$ cat config.mk
export PLATFORM = sky130hd
export DESIGN_NAME = cac_host_flat
export DESIGN_NICKNAME = d
export VERILOG_FILES = /design/src/rtl/cac_pkg.sv /design/src/rtl/cac_link_if.sv /design/src/rtl/cac_host.sv /design/src/flat_wrapper.sv
export VERILOG_INCLUDE_DIRS = /design/src /design/src/rtl
export SDC_FILE = /design/constraint.sdc
export NUM_CORES = 1
export LEC_CHECK = 0
export BUFFER_PORTS_ARGS = -buffer_cell sky130_fd_sc_hd__buf_4
export CAP_MARGIN = 20
export CELL_PAD_IN_SITES_DETAIL_PLACEMENT = 1
export CELL_PAD_IN_SITES_GLOBAL_PLACEMENT = 1
export CORE_MARGIN = 2
export CORE_UTILIZATION = 45
export CTS_CLUSTER_DIAMETER = 80
export CTS_CLUSTER_SIZE = 25
export DETAILED_ROUTE_END_ITERATION = 8
export HOLD_SLACK_MARGIN = 0.03
export PLACE_DENSITY_LB_ADDON = 0.15
export SYNTH_ARGS = -nofsm -noshare
export SYNTH_HDL_FRONTEND = slang
export SYNTH_SLANG_ARGS = --single-unit
$ cat constraint.sdc
create_clock -name clk -period 5.6 [get_ports clk]
set_input_delay 0.56 -clock clk [delete_from_list [all_inputs] [get_ports clk]]
set_output_delay 0.56 -clock clk [all_outputs]
set_load 0.01 [all_outputs]
$ cat src/rtl/cac_map.svh
// Offsets, field positions, reset values and timing counts for the command acceptance link
`ifndef CAC_MAP_SVH
`define CAC_MAP_SVH

`define CAC_CLK_NS 40
`define CAC_TW 11
`define CAC_CYC_UP(ns) (((ns) + `CAC_CLK_NS - 1) / `CAC_CLK_NS)
`define CAC_CYC_DN(ns) ((ns) / `CAC_CLK_NS)

// Times in ns, 8-inch figures; 5-inch doubles them
`define CAC_IRQ_LEAD_NS 5500
`define CAC_ARM_NS 2250
`define CAC_AFTER_NS 1750
`define CAC_HALF_NS 500
`define CAC_LONG_NS 20000
`define CAC_T2_NS 9500
`define CAC_CHECK_NS 600

// Main status value fields and values
`define CAC_TXR_BIT 7
`define CAC_BSY_BIT 4
`define CAC_STAT_WAIT 8'h80
`define CAC_STAT_PARAM 8'h90
`define CAC_STAT_BUSY 8'h10
`define CAC_STAT_HALF 8'h00

// Command codes, arbitrary values
`define CAC_ABORT_CODE 8'hff
`define CAC_SLEEP_CODE 8'h0e

// Host end registers on AXI4-Lite
`define CAC_REG_CTRL 8'h00
`define CAC_REG_STATUS 8'h04
`define CAC_REG_INT_STAT 8'h08
`define CAC_REG_INT_CLR 8'h0c
`define CAC_REG_INT_EN 8'h10
`define CAC_CTRL_CODE_LSB 0
`define CAC_CTRL_PARAM_LSB 8
`define CAC_CTRL_METHOD_LSB 16
`define CAC_CTRL_GO_BIT 31
`define CAC_INT_DONE_BIT 0
`define CAC_INT_REJ_BIT 1
`define CAC_INT_EN_RESET 2'h0
`define CAC_RESP_OKAY 2'h0
`define CAC_RESP_SLVERR 2'h2

`endif

$ cat src/rtl/cac_pkg.sv
// Types shared by both ends of the command acceptance link
package cac_pkg;

  typedef enum logic [2:0] {
    CAC_D_IDLE = 3'b000,
    CAC_D_SAMPLE = 3'b001,
    CAC_D_PARAM = 3'b010,
    CAC_D_REJ = 3'b011,
    CAC_D_REJ_HOLD = 3'b100
  } cac_dev_state_e;

  typedef enum logic [2:0] {
    CAC_H_IDLE = 3'b000,
    CAC_H_READY = 3'b001,
    CAC_H_SAMP = 3'b010,
    CAC_H_WTXR = 3'b011,
    CAC_H_CHK = 3'b100,
    CAC_H_PARAM = 3'b101
  } cac_host_state_e;

  typedef enum logic [1:0] {
    CAC_M_IRQ = 2'b00,
    CAC_M_STR = 2'b01,
    CAC_M_ABORT = 2'b10
  } cac_method_e;

  typedef struct packed {
    logic m_s1;
    logic m_s2;
    cac_dev_state_e st;
    logic [10:0] tmr;
    logic [10:0] a_cnt;
    logic [10:0] b_cnt;
    logic [10:0] arm_cnt;
    logic half;
    logic pend;
    logic irq_n;
    logic [7:0] stat;
    logic [7:0] code;
    logic [7:0] param;
    logic cmd_valid;
    logic sleep_req;
  } cac_dev_s;

  typedef struct packed {
    logic m_s1;
    logic m_s2;
    cac_host_state_e st;
    cac_method_e method;
    logic [7:0] code;
    logic [7:0] param;
    logic [10:0] tmr;
    logic half;
    logic send_abort;
    logic [7:0] retries;
    logic wr_strb;
    logic wr_is_param;
    logic [7:0] wdata;
    logic aw_full;
    logic [7:0] aw_addr;
    logic w_full;
    logic [31:0] w_data;
    logic [3:0] w_strb;
    logic awready;
    logic wready;
    logic bvalid;
    logic [1:0] bresp;
    logic arready;
    logic rvalid;
    logic [31:0] rdata;
    logic [1:0] rresp;
    logic [1:0] int_stat;
    logic [1:0] int_en;
    logic irq;
  } cac_host_s;

endpackage

$ cat src/rtl/cac_link_if.sv
// Link between the controller's host port and the host-side sequencer
`timescale 1ns/1ps
interface cac_link_if (
  input wire logic clk
);
  logic wr_strb;
  logic wr_is_param;
  logic [7:0] wdata;
  logic [7:0] main_status_value;
  logic irq_n;

  modport device (
    input clk,
    input wr_strb,
    input wr_is_param,
    input wdata,
    output main_status_value,
    output irq_n
  );

  modport host (
    input clk,
    output wr_strb,
    output wr_is_param,
    output wdata,
    input main_status_value,
    input irq_n
  );
endinterface

$ cat src/rtl/cac_host.sv
// Host end: issues commands, detects rejection and retries, AXI4-Lite controlled
`timescale 1ns/1ps
`include "cac_map.svh"

module cac_host (
  input wire logic clk,
  input wire logic resetn,
  input wire logic mode_5in,
  cac_link_if.host link,
  input wire logic s_axi_awvalid,
  output logic s_axi_awready,
  input wire logic [7:0] s_axi_awaddr,
  input wire logic s_axi_wvalid,
  output logic s_axi_wready,
  input wire logic [31:0] s_axi_wdata,
  input wire logic [3:0] s_axi_wstrb,
  output logic s_axi_bvalid,
  input wire logic s_axi_bready,
  output logic [1:0] s_axi_bresp,
  input wire logic s_axi_arvalid,
  output logic s_axi_arready,
  input wire logic [7:0] s_axi_araddr,
  output logic s_axi_rvalid,
  input wire logic s_axi_rready,
  output logic [31:0] s_axi_rdata,
  output logic [1:0] s_axi_rresp,
  output logic irq
);

  localparam int W = `CAC_TW;
  localparam logic [W-1:0] ONE = W'(1);
  localparam logic [W-1:0] CHK_C = W'(`CAC_CYC_UP(`CAC_CHECK_NS));
  localparam logic [W-1:0] SAMP_C = W'(2);

  cac_pkg::cac_host_s r;
  cac_pkg::cac_host_s n;
  logic [31:0] ctrl_w;
  logic ok_done;
  logic retry;
  logic st_busy;

  ////////////////////////////////////////////////////////////////////////////
  function automatic logic mapped(input logic [7:0] a, input logic wr);
    case (a)
      `CAC_REG_CTRL, `CAC_REG_INT_CLR: mapped = wr;
      `CAC_REG_STATUS, `CAC_REG_INT_STAT: mapped = !wr;
      `CAC_REG_INT_EN: mapped = 1'b1;
      default: mapped = 1'b0;
    endcase
  endfunction

  function automatic logic [31:0] lanes(input logic [31:0] d, input logic [3:0] s);
    lanes = d & {{8{s[3]}}, {8{s[2]}}, {8{s[1]}}, {8{s[0]}}};
  endfunction

  ////////////////////////////////////////////////////////////////////////////
  always_comb begin
    n = r;
    n.m_s1 = mode_5in;
    n.m_s2 = r.m_s1;
    n.wr_strb = 1'b0;
    n.wr_is_param = 1'b0;
    ok_done = 1'b0;
    retry = 1'b0;
    ctrl_w = lanes(r.w_data, r.w_strb);
    st_busy = link.main_status_value[`CAC_BSY_BIT];

    // AXI4-Lite write: address and data in either order
    if (s_axi_awvalid && r.awready) begin
      n.aw_full = 1'b1;
      n.aw_addr = s_axi_awaddr;
    end
    if (s_axi_wvalid && r.wready) begin
      n.w_full = 1'b1;
      n.w_data = s_axi_wdata;
      n.w_strb = s_axi_wstrb;
    end
    if (r.bvalid && s_axi_bready) begin
      n.bvalid = 1'b0;
    end
    if (r.aw_full && r.w_full && !r.bvalid) begin
      n.aw_full = 1'b0;
      n.w_full = 1'b0;
      n.bvalid = 1'b1;
      n.bresp = mapped(r.aw_addr, 1'b1) ? `CAC_RESP_OKAY : `CAC_RESP_SLVERR;
      if (r.aw_addr == `CAC_REG_CTRL && ctrl_w[`CAC_CTRL_GO_BIT]
          && r.st == cac_pkg::CAC_H_IDLE) begin
        n.code = ctrl_w[`CAC_CTRL_CODE_LSB +: 8];
        n.param = ctrl_w[`CAC_CTRL_PARAM_LSB +: 8];
        n.method = cac_pkg::cac_method_e'(ctrl_w[`CAC_CTRL_METHOD_LSB +: 2]);
        if (ctrl_w[`CAC_CTRL_CODE_LSB +: 8] == `CAC_SLEEP_CODE
            || ctrl_w[`CAC_CTRL_METHOD_LSB +: 2] == 2'b11) begin
          n.method = cac_pkg::CAC_M_IRQ;
        end
        n.retries = '0;
        n.send_abort = 1'b0;
        n.st = cac_pkg::CAC_H_READY;
      end
      if (r.aw_addr == `CAC_REG_INT_EN) begin
        n.int_en = ctrl_w[1:0];
      end
    end
    n.awready = !n.aw_full && !n.bvalid;
    n.wready = !n.w_full && !n.bvalid;

    // AXI4-Lite read, one under way at a time
    if (r.rvalid && s_axi_rready) begin
      n.rvalid = 1'b0;
    end
    if (s_axi_arvalid && r.arready) begin
      n.rvalid = 1'b1;
      n.rresp = mapped(s_axi_araddr, 1'b0) ? `CAC_RESP_OKAY : `CAC_RESP_SLVERR;
      case (s_axi_araddr)
        `CAC_REG_STATUS:
          n.rdata = {8'h00, link.main_status_value, r.retries, 7'h00,
                     r.st != cac_pkg::CAC_H_IDLE};
        `CAC_REG_INT_STAT: n.rdata = {30'h0, r.int_stat};
        `CAC_REG_INT_EN: n.rdata = {30'h0, r.int_en};
        default: n.rdata = 32'h0;
      endcase
    end
    n.arready = !n.rvalid;

    ////////////////////////////////////////////////////////////////////////
    if (r.tmr != '0) begin
      n.tmr = r.tmr - ONE;
    end
    case (r.st)
      cac_pkg::CAC_H_READY: begin
        // Write only when the controller waits for a command
        if (link.main_status_value == `CAC_STAT_WAIT) begin
          n.wr_strb = 1'b1;
          n.wdata = r.send_abort ? `CAC_ABORT_CODE : r.code;
          n.tmr = SAMP_C;
          n.st = cac_pkg::CAC_H_SAMP;
        end
      end
      cac_pkg::CAC_H_SAMP: begin
        if (r.tmr == ONE) begin
          // status 00 in the window means accepted
          n.half = (link.main_status_value == `CAC_STAT_HALF);
          n.send_abort = 1'b0;
          n.st = r.send_abort ? cac_pkg::CAC_H_READY : cac_pkg::CAC_H_WTXR;
        end
      end
      cac_pkg::CAC_H_WTXR: begin
        if (link.main_status_value[`CAC_TXR_BIT]) begin
          case (r.method)
            // interrupt level decides after request flag
            cac_pkg::CAC_M_IRQ: begin
              ok_done = link.irq_n;
              retry = !link.irq_n;
            end
            cac_pkg::CAC_M_STR: begin
              ok_done = r.half;
              if (!r.half) begin
                // check delay scaled by drive mode
                n.tmr = r.m_s2 ? {CHK_C[W-2:0], 1'b0} : CHK_C;
                n.st = cac_pkg::CAC_H_CHK;
              end
            end
            default: begin
              n.tmr = r.m_s2 ? {CHK_C[W-2:0], 1'b0} : CHK_C;
              n.st = cac_pkg::CAC_H_CHK;
            end
          endcase
        end
      end
      cac_pkg::CAC_H_CHK: begin
        if (r.tmr == ONE) begin
          // busy set at check time means accepted
          ok_done = st_busy;
          retry = !st_busy;
          // abort first, then the original code
          n.send_abort = !st_busy && r.method == cac_pkg::CAC_M_ABORT;
        end
      end
      cac_pkg::CAC_H_PARAM: begin
        n.wr_strb = 1'b1;
        n.wr_is_param = 1'b1;
        n.wdata = r.param;
        n.st = cac_pkg::CAC_H_IDLE;
        n.int_stat[`CAC_INT_DONE_BIT] = 1'b1;
      end
      cac_pkg::CAC_H_IDLE: begin
        n.half = 1'b0;
      end
      default: begin
        n.st = cac_pkg::CAC_H_IDLE;
      end
    endcase
    if (ok_done) begin
      if (r.code == `CAC_ABORT_CODE || r.code == `CAC_SLEEP_CODE) begin
        n.st = cac_pkg::CAC_H_IDLE;
        n.int_stat[`CAC_INT_DONE_BIT] = 1'b1;
      end else begin
        n.st = cac_pkg::CAC_H_PARAM;
      end
    end
    if (retry) begin
      n.retries = r.retries + 8'h01;
      n.st = cac_pkg::CAC_H_READY;
    end

    // Clear first, then events, so a same-cycle event survives
    if (r.aw_full && r.w_full && !r.bvalid && r.aw_addr == `CAC_REG_INT_CLR) begin
      n.int_stat = n.int_stat & ~ctrl_w[1:0] | (r.st == cac_pkg::CAC_H_PARAM ? 2'b01 : 2'b00);
    end
    if (retry) begin
      n.int_stat[`CAC_INT_REJ_BIT] = 1'b1;
    end
    if (ok_done && (r.code == `CAC_ABORT_CODE || r.code == `CAC_SLEEP_CODE)) begin
      n.int_stat[`CAC_INT_DONE_BIT] = 1'b1;
    end
    n.irq = |(n.int_stat & n.int_en);
  end

  always_ff @(posedge clk or negedge resetn) begin
    if (!resetn) begin
      r <= '{st: cac_pkg::CAC_H_IDLE, method: cac_pkg::CAC_M_IRQ,
             int_en: `CAC_INT_EN_RESET, default: '0};
    end else begin
      r <= n;
    end
  end

  ////////////////////////////////////////////////////////////////////////////
  assign link.wr_strb = r.wr_strb;
  assign link.wr_is_param = r.wr_is_param;
  assign link.wdata = r.wdata;
  assign s_axi_awready = r.awready;
  assign s_axi_wready = r.wready;
  assign s_axi_bvalid = r.bvalid;
  assign s_axi_bresp = r.bresp;
  assign s_axi_arready = r.arready;
  assign s_axi_rvalid = r.rvalid;
  assign s_axi_rdata = r.rdata;
  assign s_axi_rresp = r.rresp;
  assign irq = r.irq;

endmodule

$ cat src/flat_wrapper.sv
// flat-port wrapper written by rule: the top's interface ports become plain ports
module cac_host_flat 
  (clk, resetn, mode_5in, s_axi_awvalid, s_axi_awready, s_axi_awaddr, s_axi_wvalid, s_axi_wready, s_axi_wdata, s_axi_wstrb, s_axi_bvalid, s_axi_bready, s_axi_bresp, s_axi_arvalid, s_axi_arready, s_axi_araddr, s_axi_rvalid, s_axi_rready, s_axi_rdata, s_axi_rresp, irq, link_wr_strb, link_wr_is_param, link_wdata, link_main_status_value, link_irq_n);
  cac_link_if link_i (.clk(clk));
  input wire logic clk;
  input wire logic resetn;
  input wire logic mode_5in;
  input wire logic s_axi_awvalid;
  output logic s_axi_awready;
  input wire logic [7:0] s_axi_awaddr;
  input wire logic s_axi_wvalid;
  output logic s_axi_wready;
  input wire logic [31:0] s_axi_wdata;
  input wire logic [3:0] s_axi_wstrb;
  output logic s_axi_bvalid;
  input wire logic s_axi_bready;
  output logic [1:0] s_axi_bresp;
  input wire logic s_axi_arvalid;
  output logic s_axi_arready;
  input wire logic [7:0] s_axi_araddr;
  output logic s_axi_rvalid;
  input wire logic s_axi_rready;
  output logic [31:0] s_axi_rdata;
  output logic [1:0] s_axi_rresp;
  output logic irq;
  output wire logic [$bits(link_i.wr_strb)-1:0] link_wr_strb;
  output wire logic [$bits(link_i.wr_is_param)-1:0] link_wr_is_param;
  output wire logic [$bits(link_i.wdata)-1:0] link_wdata;
  input wire logic [$bits(link_i.main_status_value)-1:0] link_main_status_value;
  input wire logic [$bits(link_i.irq_n)-1:0] link_irq_n;
  assign link_wr_strb = link_i.wr_strb;
  assign link_wr_is_param = link_i.wr_is_param;
  assign link_wdata = link_i.wdata;
  assign link_i.main_status_value = link_main_status_value;
  assign link_i.irq_n = link_irq_n;
  cac_host u_core (.clk(clk), .resetn(resetn), .mode_5in(mode_5in), .link(link_i), .s_axi_awvalid(s_axi_awvalid), .s_axi_awready(s_axi_awready), .s_axi_awaddr(s_axi_awaddr), .s_axi_wvalid(s_axi_wvalid), .s_axi_wready(s_axi_wready), .s_axi_wdata(s_axi_wdata), .s_axi_wstrb(s_axi_wstrb), .s_axi_bvalid(s_axi_bvalid), .s_axi_bready(s_axi_bready), .s_axi_bresp(s_axi_bresp), .s_axi_arvalid(s_axi_arvalid), .s_axi_arready(s_axi_arready), .s_axi_araddr(s_axi_araddr), .s_axi_rvalid(s_axi_rvalid), .s_axi_rready(s_axi_rready), .s_axi_rdata(s_axi_rdata), .s_axi_rresp(s_axi_rresp), .irq(irq));
endmodule
---- After elaboration in Yosys (flattened, before gate mapping) ----
Cells that the tools add are included.
word-level totals
  word-level logic and storage cells ...... 162
  flip-flop bits (word level) ............. 146
  output and inout port bits .............. 52
cells by class
  multiplexer cells ....................... 65
  bitwise logic cells ..................... 5
  equal/unequal tests ..................... 20
  reduce and logical (&&, ||, !) cells .... 41
  add/sub/neg operators ................... 2
operators with widths
  kind                                                 count
  one-hot mux 24 bit (3 select lines)                  1
  two-way mux 11 bit                                   4
  one-hot mux 11 bit (2 select lines)                  2
  two-way mux 21 bit                                   2
  two-way mux 37 bit                                   1
  two-way mux 35 bit                                   1
  bitwise AND 32 bit                                   1
  == test 8 x 4 -> 1 bit (second input constant)       4
  two-way mux 9 bit                                    3
  two-way mux 3 bit                                    8
  two-way mux 8 bit                                    3
  two-way mux 1 bit                                    22
  == test 8 x 5 -> 1 bit (second input constant)       2
  == test 8 bit (second input constant)                2
  zero test 8 bit                                      2
  two-way mux 2 bit                                    8
  one-hot mux 8 bit (2 select lines)                   1
  logical AND 1 bit                                    14
  one-hot mux 1 bit (2 select lines)                   6
  one-hot mux 3 bit (4 select lines)                   1
  == test 11 x 1 -> 1 bit (second input constant)      1
  nonzero test 11 bit                                  1
  subtractor 11 x 1 -> 11 bit (second input constant)  1
  adder 8 x 1 -> 8 bit (second input constant)         1
  21 further kinds                                     41

---- Longest topological paths before layout ----
Gate-level depths: netlist of run 1.
  depth in word-level cells ............... 12
  mapped depth ............................ 9
  mapped depth without buffers ............ 7

---- Worst setup path after synthesis of run 1 ----
No wires, ideal clock.
  kind .................................... register -> register
  from .................................... register u_core.r[113] (netlist name)
  to ...................................... register u_core.r[104] (netlist name)
  period minus slack after synthesis ...... 2.080 ns
  buffers on the path ..................... 2
  setup slack ............................. 3.520 ns
  data arrival time ....................... 2.004 ns
  stages on the path, launching flop included .. 10
  library setup time ...................... 0.076 ns
  cells stage by stage .................... dfrtp_1 -> inv_1 -> ha_1 -> or3b_2 -> or4b_4 -> buf_6 -> nand2_8 -> buf_12 -> nand2_1 -> o21ai_1
between the ends
  cells in the longest elaborated chain, start to end .. 5
  elaborated cells on any way between the ends .. 7
RTL lines
  element                               RTL line         RTL
  start, declared                       cac_host.sv:35   cac_pkg::cac_host_s r;
  start signal, assigned                cac_host.sv:220  r <= '{st: cac_pkg::CAC_H_IDLE, method: cac_pkg::CAC_M_IRQ,
  start signal, assigned                cac_host.sv:223  r <= n;
  == test 11 x 1 -> 1 bit *             cac_host.sv:170  if (r.tmr == ONE) begin
  two-way mux 1 bit *                   cac_host.sv:170
  one-hot mux 1 bit (2 select lines) *  cac_host.sv:128  case (r.st)
  nonzero test 2 bit (no source line)   -
  AND reduction 2 bit (no source line)  -
Every way passes the cells marked *; elsewhere a longest branch is shown, timed or not.
A chain may end at the register's enable or synchronous reset.

---- Worst setup path after layout of run 1 ----
  from .................................... register u_core.r[86] (netlist name)
  to ...................................... register u_core.r[109] (netlist name)
between the ends
  cells in the longest elaborated chain, start to end .. 5
RTL lines
  element                               RTL line        RTL
  zero test 8 bit (no source line)      -
  logical AND 1 bit (2 in a row)        cac_host.sv:86  if (r.aw_addr == `CAC_REG_CTRL && ctrl_w[`CAC_CTRL_GO_BIT]
  nonzero test 2 bit (no source line)   -
  AND reduction 2 bit (no source line)  -
Every way passes these cells.

==> results of run 1 <==
[metal layers]
layer	wire, microns	vias up	track usage
met5	0	-	0
met4	123	0	0.0498
met3	484	9	0.0596
met2	6760	89	0.372
met1	5590	2079	0.247
li1	-	1943	-
[worst max-delay path by stage]
| stage | endpoint | start | slack, ns |
|---|---|---|---|
| after detailed placement | u_core.s_axi_rdata[14] | s_axi_arvalid | 2.95 |
| after global placement | u_core.s_axi_rdata[19] | s_axi_arvalid | 2.97 |
| after floorplan | u_core.r[104] | u_core.r[113] | 3.52 |
| after global routing | u_core.s_axi_rdata[18] | u_core.s_axi_arready | 3.00 |
| after CTS | u_core.r[109] | u_core.r[86] | 3.18 |
| final | u_core.r[109] | u_core.r[86] | 3.18 |
[layout by cell type (no fill, tap or decap), types with 4 or more instances in the layout]
cell	n
a21oi_1	15
a22o_1	17
and3_1	5
buf_4	94
clkbuf_16	17
clkinv_2	4
conb_1	16
dfrtp_1	117
ha_1	4
inv_1	10
mux2_2	35
mux2i_1	4
nand2_1	64
nand2b_1	4
nand3_1	24
nand4_1	8
nor2_1	40
nor2b_1	8
nor3_1	12
nor4_1	8
o21ai_0	18
o21ai_1	4
o31ai_1	5
or2_2	4
xor2_1	5
[cells by family (layout without fill, tap and decap cells)]
family,Yosys count,in the layout,synth area share
AOI/OAI and AO/OA,81,81,0.0994
xor gates and xnor gates,7,7,0.0110
adders and majority gates,4,4,0.00902
buffers and inverters,71,137,0.0825
DFF,117,117,0.528
muxes,39,39,0.0782
other,1,16,0.000676
and+or+nand+nor,206,206,0.191
[stage by stage]
| stage | hold slack, ns | total power, mW | worst slack [ns] | utilization |
|---|---|---|---|---|
| floorplan | 0.264 | 1.39 | 3.52 | - |
| global placement | 0.338 | 1.52 | 2.97 | 0.507 |
| detailed placement | 0.337 | 1.55 | 2.95 | 0.507 |
| CTS | 0.238 | 2.67 | 3.18 | 0.558 |
| global route | 0.241 | 2.77 | 3.00 | 0.558 |
| finish | 0.215 | 2.63 | 3.18 | 0.558 |
[cell usage after synthesis, types with 5 or more instances]
cell type and n:
xor2_1 5, mux2_2 35, nand3_1 24, nor2_1 40, nor3_1 13, nand4_1 8, a22o_1 17, nor4_1 9
inv_1 10, o31ai_1 5, a21oi_1 15, and3_1 5, o21ai_0 18, nor2b_1 8, nand2_1 64, dfrtp_1 117
clkbuf_1 10, buf_4 44
[worst max-delay path: stages, from the launching register on]
cell      delay [ns]
dfrtp_1         0.40
or4b_2          0.68
nor4_2          0.26
buf_4           0.30
a211oi_1        0.19
a221o_2         0.45
[area by class of cell]
type	instances	area, sq um	area share
Clock buffer	20	457	0.0682
Sequential cell	117	2930	0.437
Inverter	11	41.3	0.00616
Multi-Input combinational cell	353	2230	0.333
Timing Repair Buffer	94	706	0.105
Clock inverter	12	151	0.0226
Tap cell	147	184	0.0275
[power breakdown]
group	leakage [nW]	internal [mW]	switching, mW
clock network	0.297	0.722	0.376
registers	1.45	1.01	0.149
logic	1.39	0.208	0.171
total	3.13	1.94	0.696
==> results.md, run 1 <==
- GRT Residual Overflow: 0
- Final setup violation count: 0
- Clk slew on worst S/H paths: about 0.050 ns
- Fillers: 1,310
- CTS max path bufs: 2
- Post-cts sizing count: 0
- Synthesized area per cell: 10.5 sq um
- Yosys top cell area share: 0.528
- # rows: 40
- Detail Route Antenna Nets: 0
- Drt via density: 5.46
- Final instance area: 0.00670 sq mm
- Clock root cell: clkbuf_16
- Reg-to-Reg Start: u_core.r[86]
- Reg2reg setup slack: 3.18 ns
- Non-filler cells, final: roughly 750
- Synthesis-to-layout area growth: 20.7%
- Gate Count Post-Synth: 526
- Critical path type: reg -> reg
- PwrDens: 393 mW/mm^2
- Crit-path max FO: 20
- Max IR drop VDD: 0.354 mV
- CP required: ~6 ns
- Post-CTS Repair Setup Buffers: 0
- Leakage: 3.13 nW
- Layout Nets: between 600 and 700
- Initial DRC count: about 100
- CTS Buf Count: 17
- DRC: 0
- WP data arrival: 2.71 ns
- GP Congestion: roughly 0.84
- DR pass1 iterations: 4
- DP HPWL: 9090 microns
- Dpl cell area: 0.00609 sq mm
- First-pass GRT wire length: 21,200 microns
- I/O pin total: 121
- RSZ-0062 raised after global routing: no
- Fraction of registers with async set/reset: 1.00
- WL final: 13,000 microns
- Hold Path Class: in -> async
- Area leader, netlist: dfrtp_1
- Post-synth cell types: 63
- Hold buffer count at CTS: 0
- # clock sinks: 117
- Top_reg_cell synth: dfrtp_1
- Dpl cells: 722
- Worst slew pin tran: 1.04 ns
- Minimum clock period: roughly 2.4 ns
- Reg with most FFs: u_core.r
- Setup TNS: 0 ns
- Die span in x: about 120 microns
- Worst R2R Path Depth: 5
- Synthesized area: about 0.0055 sq mm
- TritonCTS clock tree: built
- WL per Instance: 17.2 microns
- Max reg flops: 80
- Post-synth EDFFs: 0
- Max-slew headroom: 0.304
- H-tree levels: 4
- Input/output buffers: 91
- #FFs+latches synth: 117
- Max cap viols: 0
- Fmax: a little over 400 MHz
- Fraction of layout cells with a size suffix above 1: 0.295
- Die Y: ~120 microns
- Largest net degree at the start of global routing: 60
- Clk_skew: 0.00954 ns
- Antenna violations before repair: 0
- Vias in the first global route: about 4,300
- Placeable Area: ~0.012 sq mm
- Warnings from Yosys: 0
- Setup crit end kind: register
- Sequential fraction of the synthesis area: 0.528
- Pins over their slew limit: 0
- Die area: approximately 0.013 sq mm
- FF-to-FF End: u_core.r[109]
- Antenna Diode Count: 0
- All-Layer GR Usage: 0.208
- Starting Density: 0.462
- Run status: completed
- Final hold violation count: 0
- DR vias: 4,120
- Synth top area cells: dfrtp_1 (53%), mux2_2 (7.1%), buf_4 (6.0%), nand2_1 (4.3%), nor2_1 (2.7%)
- Clk_lat worst skew: 0.41 ns
- Crit share post-route: 0.432
- Startpoint Class: register
(Power assumes the default switching activity.)
==> inputs of run 2 (changes only) <==
CORE_UTILIZATION = 42   (was 45)
clock period = 2.5 ns   (was 5.6 ns; I/O delays follow)
==> run 2 against run 1 <==
Compared with the run above: hold slack lost 0.16 ns; flip-flop and latch count stayed put; final cell count is 4.8% higher; largest cell class unchanged.
==> results.md, run 2 (same netlist as run 1, synthesis figures left out) <==
- Run status: completed
- Largest net degree at the start of global routing: 62 (+3.3%)
- TritonCTS clock tree: built
- I/O pin total: 121 (unchanged)
- Max-slew headroom: 0.437 (+0.133)
- CTS max path bufs: 2 (unchanged)
- Crit share post-route: 0.911 (+0.479)
- Detail Route Antenna Nets: 0 (unchanged)
- Reg with most FFs: u_core.r
- RSZ-0062 raised after global routing: no
- DP HPWL: 9340 microns (+2.8%)
- All-Layer GR Usage: 0.197 (-0.0108)
- DR pass1 iterations: 4 (unchanged)
- Most frequent cells in the layout: dfrtp_1 (117), buf_4 (103), nand2_1 (64)
- Commonest non-fill, non-tap cell in the layout: dfrtp_1
- Hold Path Class: in -> reg
- CP required: 2.79 ns (-3.10 ns)
- Clock root cell: clkbuf_16
- Die area: 0.0141 sq mm (+6.9%)
- CTS Buf Count: 17 (unchanged)
- Placeable Area: 0.0128 sq mm (+6.3%)
- Final setup violation count: 0 (unchanged)
- Fillers: 1,391 (+6.2%)
- Synthesis-to-layout area growth: 23.0%
- Vias in the first global route: 4,352 (+0.39%)
- Starting Density: 0.434 (-0.0276)
- Clk slew on worst S/H paths: 0.05 ns (about the same)
- Die Y: 119 microns (+3.4%)
- Final hold violation count: 0 (unchanged)
- Post-CTS Repair Setup Buffers: 0 (unchanged)
- Critical path type: reg -> reg
- Post-layout util: 0.534 (-0.0232)
- H-tree levels: 4 (unchanged)
- Startpoint Class: register
- Max cap viols: 0 (unchanged)
- Worst slew pin tran: 0.840 ns (-0.199 ns)
- GRT Residual Overflow: 0 (unchanged)
- WHS: 0.0544 ns (-0.161 ns)
- Fmax: 439 MHz (+6.3%)
- Leakage: 3.19 nW (+2.0%)
- Setup TNS: 0 ns (unchanged)
- DR vias: 4,162 (+1.0%)
- Pins over their slew limit: 0 (unchanged)
- PwrDens: 859 mW/mm^2 (+120%)
- First-pass GRT wire length: 22,100 microns (+3.9%)
- GP Congestion: 0.802 (-4.2%)
- Layout Nets: 680 (+1.9%)
- Fraction of layout cells with a size suffix above 1: 0.301 (+0.00608)
- Initial DRC count: 142 (+37%)
- Max IR drop VDD: 0.615 mV (+74%)
- Clk_lat worst skew: 0.41 ns (about the same)
- Antenna violations before repair: 0 (unchanged)
- Dpl cells: 757 (+4.8%)
- Clk_skew: 0.00678 ns (-0.00276 ns)
- Final instance area: 0.00683 sq mm (+1.9%)
- Antenna Diode Count: 0 (unchanged)
- # clock sinks: 117 (unchanged)
- WL final: 12,900 microns (-0.31%)
- Setup crit end kind: register
- # rows: 41 (+2.5%)
- Drt via density: 5.27 (-3.6%)
- Input/output buffers: 91 (unchanged)
- Crit-path max FO: 7 (-65%)
- Max reg flops: 80 (unchanged)
- WP data arrival: 2.57 ns (-0.14 ns)
- Non-filler cells, final: 790 (+4.8%)
- Dpl cell area: 0.00621 sq mm (+2.0%)
- Minimum clock period: 2.28 ns (-0.144 ns)
- WL per Instance: 16.4 microns (-4.9%)
- DRC: 0 (unchanged)
- Die span in x: 119 microns (+3.4%)
run 2: cell types whose count changed in the layout (fill, tap and decap cells not counted), sizes merged:
cell         change
inv              -1
buf             +10
dlygate4sd3      +3
clkbuf           +1
clkinvlp         -2
run 2: per-stage QoR:
stage | power [mW] | worst slack (ns)
2_1_floorplan | 3.12 | 0.420
3_3_place_gp | 3.42 | 0.257
6_report | 5.87 | 0.222
3_5_place_dp | 3.47 | 0.215
5_1_grt | 6.18 | 0.113
4_1_cts | 5.93 | 0.204
run 2: final timing paths:
| path | depth (start not counted) | to | from | slack [ns] |
|---|---|---|---|---|
| worst max-delay path | 4 | u_core.r[109] | u_core.r[86] | 0.22 |
| worst min-delay path | 2 | u_core.s_axi_rvalid | s_axi_rready | 0.05 |
| worst max register to register | 4 | u_core.r[109] | u_core.r[86] | 0.22 |
| worst min register to register | 0 | u_core.r[144] | u_core.n[144] | 0.36 |
| max in group asynchronous | 3 | u_core.r[55] | resetn | 1.45 |
| min in group asynchronous | 2 | u_core.s_axi_rdata[18] | resetn | 0.36 |
run 2: critical path, cell delays in order, from the launching register on:
cell and delay (ns):
dfrtp_1 0.40, or4b_2 0.68, nor4_2 0.41, a211oi_1 0.23, a221o_2 0.44
run 2: power breakdown:
part / internal [mW] / total (mW) / switching, mW
registers: 2.26 / 2.58 / 0.323
clock network: 1.60 / 2.43 / 0.823
logic: 0.480 / 0.857 / 0.377
total: 4.34 / 5.87 / 1.52
run 2: what timing repair did:
item                                    CTS  global route
hold endpoints to repair                 39             0
endpoints found under the setup margin    0             0
gates resized for setup                   0             0
hold buffers                              3             0
run 2: layout make-up:
class,count,area [sq um],area share
multi-input combinational,353,2230,0.327
clock inverter,9,128,0.0187
sequential,117,2930,0.429
clock buffer,21,460,0.0674
inverter,11,41.3,0.00605
tap,172,215,0.0315
timing repair buffer,107,823,0.121
run 2: per-layer routing:
layer / up-vias / share of wire / wire length (microns) / global-route usage
met5: - / 0 / 0 / 0
met2: 87 / 0.51 / 6550 / 0.327
met3: 16 / 0.038 / 497 / 0.0532
met4: 0 / 0.015 / 194 / 0.0744
met1: 2091 / 0.44 / 5680 / 0.245
li1: 1968 / - / - / -
